===== src/logic/mcp_pkg.sv =====
package mcp_pkg;

  // ----------------------------------------------------------------
  // Register map (APB byte addresses)
  // ----------------------------------------------------------------
  localparam int          MCP_ADDR_W     = 8;
  localparam logic [7:0]  MCP_OFS_CTRL   = 8'h00;
  localparam logic [7:0]  MCP_OFS_STATUS = 8'h04;
  localparam logic [7:0]  MCP_OFS_MASK   = 8'h08;
  localparam logic [7:0]  MCP_OFS_STATE  = 8'h0C;

  // ----------------------------------------------------------------
  // Field positions
  // ----------------------------------------------------------------
  localparam int MCP_CTRL_HP_EN    = 0;
  localparam int MCP_CTRL_LOS_MODE = 1;
  localparam int MCP_EV_DONE       = 0;
  localparam int MCP_EV_FAULT      = 1;
  localparam int MCP_EV_LOS        = 2;
  localparam int MCP_NUM_EV        = 3;

  // ----------------------------------------------------------------
  // Reset values
  // ----------------------------------------------------------------
  localparam logic [2:0] MCP_MASK_RST   = 3'h7;
  localparam logic [2:0] MCP_STATUS_RST = 3'h0;

  // ----------------------------------------------------------------
  // Timing
  // ----------------------------------------------------------------
  localparam int MCP_CLK_NS       = 10;
  localparam int MCP_RESET_MIN_NS = 10_000;
  localparam int MCP_INIT_NS      = 1_000;
  // Least time rounds up
  localparam int MCP_RESET_MIN_CYC = (MCP_RESET_MIN_NS + MCP_CLK_NS - 1) / MCP_CLK_NS;
  localparam int MCP_INIT_CYC      = (MCP_INIT_NS + MCP_CLK_NS - 1) / MCP_CLK_NS;
  localparam int MCP_CNT_W         = 16;

  // ----------------------------------------------------------------
  // Types
  // ----------------------------------------------------------------
  typedef enum logic [2:0] {
    MCP_ST_HELD  = 3'b001,
    MCP_ST_INIT  = 3'b010,
    MCP_ST_READY = 3'b100
  } mcp_fsm_type;

  typedef struct packed {
    mcp_fsm_type           state;
    logic [MCP_CNT_W-1:0]  cnt;
    logic [MCP_CNT_W-1:0]  rcnt;
    logic                  dnr;
    logic                  hp_en;
    logic                  los_mode;
    logic [MCP_NUM_EV-1:0] status;
    logic [MCP_NUM_EV-1:0] mask;
    logic                  init_sel;
    logic                  selected;
    logic                  rx_los;
    logic                  sda_oe;
    logic                  hp_out;
    logic                  int_oe;
    logic                  irq;
    logic                  pready;
    logic                  pslverr;
    logic [31:0]           prdata;
  } mcp_state_type;

  localparam mcp_state_type MCP_STATE_RST = '{
    state: MCP_ST_INIT, cnt: '0, rcnt: '0, dnr: 1'b1, hp_en: 1'b0,
    los_mode: 1'b0, status: MCP_STATUS_RST, mask: MCP_MASK_RST,
    init_sel: 1'b1, selected: 1'b0, rx_los: 1'b0, sda_oe: 1'b0,
    hp_out: 1'b0, int_oe: 1'b0, irq: 1'b0, pready: 1'b0,
    pslverr: 1'b0, prdata: 32'h0000_0000};

endpackage


===== src/logic/mcp_sync.sv =====
`timescale 1ns/1ps
`default_nettype none
module mcp_sync #(
  parameter int         WIDTH = 1,
  parameter logic [WIDTH-1:0] RST_VAL = '0
) (
  input  wire logic             MCLK_I,
  input  wire logic             SRST_I,
  input  wire logic             CE_I,
  input  wire logic [WIDTH-1:0] ASYNC_I,
  output logic      [WIDTH-1:0] SYNC_O
);

  logic [WIDTH-1:0] meta_ff;

  // First stage is read by the second stage only
  always_ff @(posedge MCLK_I) begin
    if (SRST_I) begin
      meta_ff <= RST_VAL;
      SYNC_O  <= RST_VAL;
    end else if (CE_I) begin
      meta_ff <= ASYNC_I;
      SYNC_O  <= meta_ff;
    end
  end

endmodule
`default_nettype wire


===== src/logic/mcp_top.sv =====
`timescale 1ns/1ps
`default_nettype none
module mcp_top
  import mcp_pkg::*;
#(
  parameter int RESET_MIN_CYC = MCP_RESET_MIN_CYC,
  parameter int INIT_CYC      = MCP_INIT_CYC
) (
  input  wire logic                  MCLK_I,
  input  wire logic                  SRST_I,
  input  wire logic                  CE_I,
  // APB slave
  input  wire logic                  PSEL_I,
  input  wire logic                  PENABLE_I,
  input  wire logic                  PWRITE_I,
  input  wire logic [MCP_ADDR_W-1:0] PADDR_I,
  input  wire logic [31:0]           PWDATA_I,
  output logic      [31:0]           PRDATA_O,
  output logic                       PREADY_O,
  output logic                       PSLVERR_O,
  output logic                       IRQ_O,
  // Module pins
  input  wire logic                  MODULE_SELECT_N_I,
  input  wire logic                  MODULE_RESET_N_I,
  input  wire logic                  INIT_CONTROL_SELECT_I,
  output logic                       MODULE_PRESENT_N_O,
  output logic                       MODULE_PRESENT_N_OE_O,
  output logic                       INTERRUPT_N_O,
  output logic                       INTERRUPT_N_OE_O,
  // Serial data gate toward the 2-wire engine
  input  wire logic                  SDA_PULL_I,
  output logic                       SDA_O,
  output logic                       SDA_OE_O,
  output logic                       TWI_SELECTED_O,
  // Module-internal status
  input  wire logic                  RX_LOSS_OF_SIGNAL_N_I,
  input  wire logic                  FAULT_I,
  output logic                       HIGH_POWER_O,
  output logic                       DATA_NOT_READY_O
);

  // ----------------------------------------------------------------
  // Elaboration checks
  // ----------------------------------------------------------------
  if (RESET_MIN_CYC < 1 || RESET_MIN_CYC >= (1 << MCP_CNT_W) - 1) begin : g_chk_rst
    $error("RESET_MIN_CYC out of range");
  end
  if (INIT_CYC < 1 || INIT_CYC >= (1 << MCP_CNT_W)) begin : g_chk_init
    $error("INIT_CYC out of range");
  end

  localparam logic [MCP_CNT_W-1:0] RST_LIM  = MCP_CNT_W'(RESET_MIN_CYC);
  localparam logic [MCP_CNT_W-1:0] INIT_LST = MCP_CNT_W'(INIT_CYC - 1);

  // ----------------------------------------------------------------
  // Pin synchronisers
  // ----------------------------------------------------------------
  logic [2:0] pins_s;
  logic       sel_n_s;
  logic       reset_n_s;
  logic       init_s;

  // Select and reset idle high; init-mode idles high as if pulled up
  mcp_sync #(
    .WIDTH   (3),
    .RST_VAL (3'h7)
  ) u_sync (
    .MCLK_I  (MCLK_I),
    .SRST_I  (SRST_I),
    .CE_I    (CE_I),
    .ASYNC_I ({MODULE_SELECT_N_I, MODULE_RESET_N_I, INIT_CONTROL_SELECT_I}),
    .SYNC_O  (pins_s)
  );

  assign sel_n_s   = pins_s[2];
  assign reset_n_s = pins_s[1];
  assign init_s    = pins_s[0];

  // ----------------------------------------------------------------
  // Next-state logic
  // ----------------------------------------------------------------
  mcp_state_type         st_ff;
  mcp_state_type         nxt_st;
  logic                  access;
  logic                  mapped;
  logic [MCP_NUM_EV-1:0] ev_set;
  logic [MCP_NUM_EV-1:0] ev_clr;

  always_comb begin
    nxt_st = st_ff;
    ev_set = '0;
    ev_clr = '0;
    access = PSEL_I && PENABLE_I && st_ff.pready;
    mapped = (PADDR_I == MCP_OFS_CTRL) || (PADDR_I == MCP_OFS_STATUS) ||
             (PADDR_I == MCP_OFS_MASK) || (PADDR_I == MCP_OFS_STATE);

    nxt_st.selected = !sel_n_s;
    nxt_st.init_sel = init_s;
    nxt_st.rx_los   = !RX_LOSS_OF_SIGNAL_N_I;

    // Register writes take effect at the completing edge
    if (access && PWRITE_I) begin
      case (PADDR_I)
        MCP_OFS_CTRL: begin
          nxt_st.hp_en    = PWDATA_I[MCP_CTRL_HP_EN];
          nxt_st.los_mode = PWDATA_I[MCP_CTRL_LOS_MODE];
        end
        MCP_OFS_STATUS: ev_clr = PWDATA_I[MCP_NUM_EV-1:0];
        MCP_OFS_MASK:   nxt_st.mask = PWDATA_I[MCP_NUM_EV-1:0];
        default: ;
      endcase
    end

    // Reset pin filter: only a pulse lasting at least the minimum acts
    if (reset_n_s) begin
      nxt_st.rcnt = '0;
    end else if (st_ff.rcnt != RST_LIM) begin
      nxt_st.rcnt = st_ff.rcnt + MCP_CNT_W'(1);
    end

    case (st_ff.state)
      MCP_ST_HELD: begin
        nxt_st.dnr = 1'b1;
        if (reset_n_s) begin
          nxt_st.state = MCP_ST_INIT;
          nxt_st.cnt   = '0;
        end
      end
      MCP_ST_INIT: begin
        if (st_ff.cnt == INIT_LST) begin
          nxt_st.state       = MCP_ST_READY;
          nxt_st.dnr         = 1'b0;
          ev_set[MCP_EV_DONE] = 1'b1;
        end else begin
          nxt_st.cnt = st_ff.cnt + MCP_CNT_W'(1);
        end
      end
      MCP_ST_READY: ;
      default: nxt_st.state = MCP_ST_HELD;
    endcase

    ev_set[MCP_EV_FAULT] = FAULT_I;
    ev_set[MCP_EV_LOS]   = nxt_st.rx_los != st_ff.rx_los;
    // A new event wins over a clear in the same cycle
    nxt_st.status = (st_ff.status & ~ev_clr) | ev_set;

    // Full reset after a long pulse: all settings back to defaults
    if (!reset_n_s && nxt_st.rcnt == RST_LIM && st_ff.rcnt != RST_LIM) begin
      nxt_st.state    = MCP_ST_HELD;
      nxt_st.cnt      = '0;
      nxt_st.dnr      = 1'b1;
      nxt_st.hp_en    = 1'b0;
      nxt_st.los_mode = 1'b0;
      nxt_st.mask     = MCP_MASK_RST;
      nxt_st.status   = MCP_STATUS_RST;
    end

    // APB answer: one wait cycle, data captured with ready
    nxt_st.pready = PSEL_I && PENABLE_I && !st_ff.pready;
    if (nxt_st.pready) begin
      nxt_st.pslverr = !mapped;
      nxt_st.prdata  = 32'h0000_0000;
      if (!PWRITE_I) begin
        case (PADDR_I)
          MCP_OFS_CTRL: begin
            nxt_st.prdata[MCP_CTRL_HP_EN]    = st_ff.hp_en;
            nxt_st.prdata[MCP_CTRL_LOS_MODE] = st_ff.los_mode;
          end
          MCP_OFS_STATUS: nxt_st.prdata[MCP_NUM_EV-1:0] = st_ff.status;
          MCP_OFS_MASK:   nxt_st.prdata[MCP_NUM_EV-1:0] = st_ff.mask;
          MCP_OFS_STATE:  nxt_st.prdata[7:0] = {st_ff.state, st_ff.rx_los, st_ff.selected,
                                                st_ff.init_sel, st_ff.hp_out, st_ff.dnr};
          default: ;
        endcase
      end
    end else begin
      nxt_st.pslverr = 1'b0;
      nxt_st.prdata  = 32'h0000_0000;
    end

    // Outputs are computed from next state so they stay consistent with it
    nxt_st.sda_oe = nxt_st.selected && SDA_PULL_I;
    nxt_st.hp_out = (nxt_st.state == MCP_ST_READY) &&
                    (!nxt_st.init_sel || nxt_st.hp_en);
    nxt_st.irq    = |(nxt_st.status & nxt_st.mask);
    nxt_st.int_oe = nxt_st.los_mode ? nxt_st.rx_los : nxt_st.irq;
  end

  always_ff @(posedge MCLK_I) begin
    if (SRST_I) begin
      st_ff <= MCP_STATE_RST;
    end else if (CE_I) begin
      st_ff <= nxt_st;
    end
  end

  // ----------------------------------------------------------------
  // Outputs
  // ----------------------------------------------------------------
  assign PRDATA_O              = st_ff.prdata;
  assign PREADY_O              = st_ff.pready;
  assign PSLVERR_O             = st_ff.pslverr;
  assign IRQ_O                 = st_ff.irq;
  // Presence is a constant ground path while the module is inserted
  assign MODULE_PRESENT_N_O    = 1'b0;
  assign MODULE_PRESENT_N_OE_O = 1'b1;
  // Open drain: never drive high, release instead
  assign INTERRUPT_N_O         = 1'b0;
  assign INTERRUPT_N_OE_O      = st_ff.int_oe;
  assign SDA_O                 = 1'b0;
  assign SDA_OE_O              = st_ff.sda_oe;
  assign TWI_SELECTED_O        = st_ff.selected;
  assign HIGH_POWER_O          = st_ff.hp_out;
  assign DATA_NOT_READY_O      = st_ff.dnr;
endmodule
`default_nettype wire


===== config.mk =====
export PLATFORM = sky130hd
export DESIGN_NAME = mcp_top
export DESIGN_NICKNAME = d
export VERILOG_FILES = /design/src/logic/mcp_pkg.sv /design/src/logic/mcp_sync.sv /design/src/logic/mcp_top.sv
export SDC_FILE = /design/constraint.sdc
export NUM_CORES = 1
export LEC_CHECK = 0
export ABC_AREA = 1
export BUFFER_PORTS_ARGS = -buffer_cell sky130_fd_sc_hd__clkbuf_2
export CELL_PAD_IN_SITES_DETAIL_PLACEMENT = 1
export CELL_PAD_IN_SITES_GLOBAL_PLACEMENT = 2
export CORE_AREA = 2 2 167 87
export DETAILED_ROUTE_END_ITERATION = 6
export DIE_AREA = 0 0 169 89
export PLACE_DENSITY_LB_ADDON = 0.1
export SLEW_MARGIN = 10
export SYNTH_ARGS = -nofsm -noshare
export SYNTH_HDL_FRONTEND = slang
export SYNTH_HIERARCHICAL = 1
export SYNTH_SLANG_ARGS = --single-unit

===== constraint.sdc =====
create_clock -name MCLK_I -period 3.7 [get_ports MCLK_I]
set_input_delay 0 -clock MCLK_I [delete_from_list [all_inputs] [get_ports MCLK_I]]
set_output_delay 0 -clock MCLK_I [all_outputs]
set_load 0.005 [all_outputs]

# Yosys cells after proc, flatten, opt, wreduce, memory -nomap -nowiden
# Index checks and enable logic that the tools add are counted.
# word_totals
regBits,91
latch_bits,0
ramBits,0
rom_bits,0
output_inout_bits,44
memories,0
# op_classes
addsub,2
multipliers,0
div_mod_pow,0
order_cmp,0
eq_ne,14
n_shift,0
muxes,25
bitwise,4
reduce_logical,23
# op_table
cell,count
$mux 16,3
$mux 19,2
$mux 33,1
$add 16x1->16 const B,2
$pmux 16 s2,1
$eq 16x10->1 const B,1
$eq 16x7->1 const B,1
$eq 8x4->1 const B,2
$ne 16x10->1 const B,1
$mux 3,5
$mux 9,1
$pmux 3 s3,1
$eq 8x3->1 const B,1
$logic_and 1x1->1,8
$logic_not 8->1,1
$mux 8,1
$pmux 2 s4,1
$and 3x3->3,2
$eq 3x3->1 const B,2
$logic_not 1->1,6
$ne 3x3->1 const B,2
$mux 5,1
$logic_or 1x1->1,4
$mux 1,4
13 further kinds,14

# Logic depth before layout (Yosys ltp)
# depth
ltp_word,11
depth_mapped,18
depth_no_buf,17

# By module
# The synthesis kept the hierarchy.
# by_module_without_submodules
mod,instances,cells_each,area_per_inst_um2
mcp_top,1,611,3927.5
mcp_sync,1,26,202.7

# Least setup slack after synthesis
# OpenSTA, ideal clock, no wires.
# synth_timing
path_type,register to register
startpoint,register st_ff[50] (netlist bit)
endpoint,register st_ff[78] (netlist bit)
setup_ns,0.132
arrival_ns,2.167
slack_ns,1.401
stages_incl_launch_ff,18
cell_sequence,dfxtp_1 > ha_1 > nand2_1 > nor2_2 > nand2_1 > nand2_1 > nand2_1 > nor2_1 > nand2_1 > nor2_1 > nand2_1 > nor2_4 > nand2_2 > a21oi_4 > nand2_4 > buf_2 > nand2_1 > a21oi_1
# synth_between
elab_chain_cells,8
# synth_rtl
element,line,text
from (decl),mcp_top.sv:82,mcp_state_type st_ff;
from (signal assigned),mcp_top.sv:193,st_ff <= nxt_st;
$add 16x1->16 or $ne 16x10->1 (tied branches),"mcp_top.sv:118, mcp_top.sv:117, mcp_top.sv:148",
$mux 16,mcp_top.sv:117,end else if (st_ff.rcnt != RST_LIM) begin
$mux 16,mcp_top.sv:115,if (reset_n_s) begin
$eq 16x10->1,mcp_top.sv:148,if (!reset_n_s && nxt_st.rcnt == RST_LIM && st_ff.rcnt != RST_LIM) begin
$logic_and 1x1->1,mcp_top.sv:148,
$logic_and 1x1->1 (*),mcp_top.sv:148,
$ne 3x2->1 (no source line) (tied with other cells),-,
$reduce_and 4->1 (no source line),-,
# Every way passes the cells marked *; elsewhere a longest branch is shown, timed or not.
# A chain may end at the register's enable or synchronous reset.

# Worst setup path after layout
# layout_timing
startpoint,register st_ff[51] (netlist bit)
endpoint,register st_ff[74] (netlist bit)
# Same word-level chain as after synthesis.

==> flow_summary.ini <==
[synth]
synthFlopType = dfxtp_1
synth_area_um2 = 4130
yosys_warnings = 6
yosys-top-cells-area = dfxtp_1 (32%), nand2_1 (14%), a21oi_1 (7.5%)
synth.area.mux_share = 0
async_flop_share = 0
synth_compound_area_frac = 0.1433
synth-simple-area-share = 0.3578
synth_top_family_by_area = simple AND/OR/NAND/NOR gates
syn_avg_cell_area_um2 = 6.484
synthAdderAreaFrac = 0.009088
synth_edf_count = 0
ys_types = 40
ys_ff_latch = 67
yosysSeqAreaShare = 0.3248
synth_top_area_frac = 0.3248
synth_cells = 637
synth_xor_area_frac = 0.02333
synth.largest_area_cell = dfxtp_1

[route]
ant_nets = 0
drt-vias-per-instance = 4.835
drt_first_pass_iters = 4
drt-initial-drc-count = 167
drc_errors = 0
vias = 4105
post_drt_wl_per_cell_um = 14.77
wl_um = 12540

[placed_design]
pre_cts_ws_ps = 631.7
placed_area_um2 = 4345
gp_congestion = 0.8070
dp_hpwl_um = 9279
placement.io_buffers = 38

[hold_path]
hp-class = in2reg

[clocking]
cts_buffers = 9
clk_path_buf_depth = 2
postCtsSetupBuffers = 0
clk_pin_slew_worst_paths_ps = 50
cts_root_buf = clkbuf_16
cts_tree = done
post_cts_resized = 0
cts_sinks = 67
clk_latency_ps = 330
cts.hold.buffers_added = 5
htree_levels = 3

[power]
p_leak_nw = 1.971
clockPowerShare = 0.479
swShare = 0.2540
comb_power_share = 0.113
seq_power_share = 0.409
intPower_mw = 1.433
peakVddDrop_uv = 219.7
p_sw_mw = 0.4878
pwr_density_cell_nw_per_um2 = 408.1

[final_layout]
seq_area_um2 = 1341
n_antenna_cell = 0
utilization = 0.3502
syn_to_final_growth_pct = 13.94
drive_gt1_frac = 0.1144
fillers = 1769
finalNetCount = 724
final_area_um2 = 4706
multiInputGateArea_um2 = 2308

[timing]
fmax_ghz = 0.3295
fin_skew_ps = 7.575
period_minus_slack_ps = 3035
slew_viol_final = 0
holdWs_ps = 49.63
slew_headroom = 0.4635
tightest_slew_ps = 803.8
hold_viol = 0
tns_ps = 0
finalWorstSetupSlack_ps = 664.7
min_period_over_period = 0.8204
grt_setup_unrepaired = no
finalSetupViolCount = 0

[floorplan]
die_area_um2 = 15040
rows = 30
coreArea_um2 = 13440
die_w_um = 169
fp.dieH_um = 89
top_level_ports = 96
start_util = 0.3074

[run_status]
outcome = completed

[setup_path]
path_max_fanout = 17
end_kind = flip-flop
required_ps = 3960
crit_type = reg2reg
setup.worst_path.start_class = flip-flop
worst_ep_arrival_time_ps = 3290

[grt]
grt_pass1_wl_um = 20980
grt-ovfl-total = 0
grt_max_degree = 41
grt_pass1_vias = 4155
track_usage = 0.1791
antenna_found_initial = 0

[flow_run]
cap_violations = 0
power by group through the flow:
stage                     Sequential, mW  Clock [mW]  Combinational (mW)
after floorplan                    0.790           0               0.167
after global placement             0.800           0               0.213
after detailed placement           0.800           0               0.215
after CTS                          0.785       0.948               0.220
after global routing               0.789       0.978               0.251
final                              0.785       0.919               0.216
metal layers:
| layer | wire length (µm) | up-vias | track usage |
|---|---|---|---|
| met5 | 0 | - | 0 |
| met4 | 122 | 0 | 0.04584 |
| met3 | 313 | 9 | 0.03896 |
| met1 | 6001 | 1935 | 0.2164 |
| met2 | 6102 | 40 | 0.3305 |
| li1 | - | 2121 | - |
per-stage QoR:
step | total power, mW | std cells
CTS | 1.953 | 849
floorplan | 0.9572 | 663
global route | 2.018 | 849
detailed placement | 1.015 | 829
finish | 1.920 | 849
global placement | 1.013 | 829
flip-flops by register name (all words and copies together), names as in the netlist, 3 cells and up:
name and cells:
u_sync/SYNC_O 3, PRDATA_O 8, st_ff 45, u_sync/meta_ff 3
final timing paths:
| check | to | from | slack (ps) | depth (start not counted) |
|---|---|---|---|---|
| max | st_ff[74] | st_ff[51] | 660 | 16 |
| min | PSLVERR_O | PENABLE_I | 50 | 5 |
| max reg2reg | st_ff[74] | st_ff[51] | 660 | 16 |
| min reg2reg | u_sync/meta_ff[0] | u_sync/meta_ff[0] | 460 | 2 |
logic make-up (layout without fill, tap and decap cells):
family	Yosys count	count (layout)
simple gates	332	332
buf+inv	114	124
compound gates	108	108
flops	67	67
xor+xnor	11	11
fa+ha+maj	3	3
other cells	2	28
worst max-delay path, stage by stage, from the launching register on:
cell and delay (ps):
dfxtp_1 400, ha_1 260, nand2_1 100, nor2_2 230, nand2_1 90, nand2_1 60
nand2_1 50, nor2_1 200, nand2_1 80, nor2_1 110, nand2_1 90, nor2_4 170
nand2_2 250, a21oi_4 320, nand2_4 190, or2_0 240, a21oi_1 120
layout make-up:
type / count / share of cell area
clock buffer: 13 / 0.05318
clock inverter: 2 / 0.01276
inverter: 56 / 0.04467
multi-input combinational: 482 / 0.4906
sequential: 67 / 0.2850
tap: 176 / 0.04680
timing repair buffer: 53 / 0.06700
synthesized netlist by cell type (2+ instances only):
master / number
conb_1: 2
o211ai_1: 2
inv_1: 51
a21oi_1: 62
nand2_2: 2
buf_1: 2
buf_2: 3
a21o_1: 2
nor4_1: 2
nor2_2: 6
clkinv_1: 3
inv_2: 2
nor3_1: 10
nand4_1: 28
buf_4: 39
ha_1: 3
a211oi_1: 6
nand3_1: 58
clkbuf_1: 14
o21ai_0: 27
nor2_1: 59
o21ai_1: 3
nor2_4: 3
xnor2_1: 2
nand2_1: 157
dfxtp_1: 67
xor2_1: 9
layout by cell type (no fill, tap or decap), drive strengths merged, types with 2 or more instances in the layout:
master	instances
a211oi	6
o211ai	2
nor3	11
nand3	58
a21o	2
clkbuf	51
dlygate4sd3	5
bufinv	2
nor4	2
xnor2	2
conb	28
inv	53
clkinv	3
nor2	68
buf	10
nand4	28
dfxtp	67
nand2	160
xor2	9
ha	3
or2	2
a21oi	63
o21ai	30
Note: power is estimated with default switching activity, not from simulation.
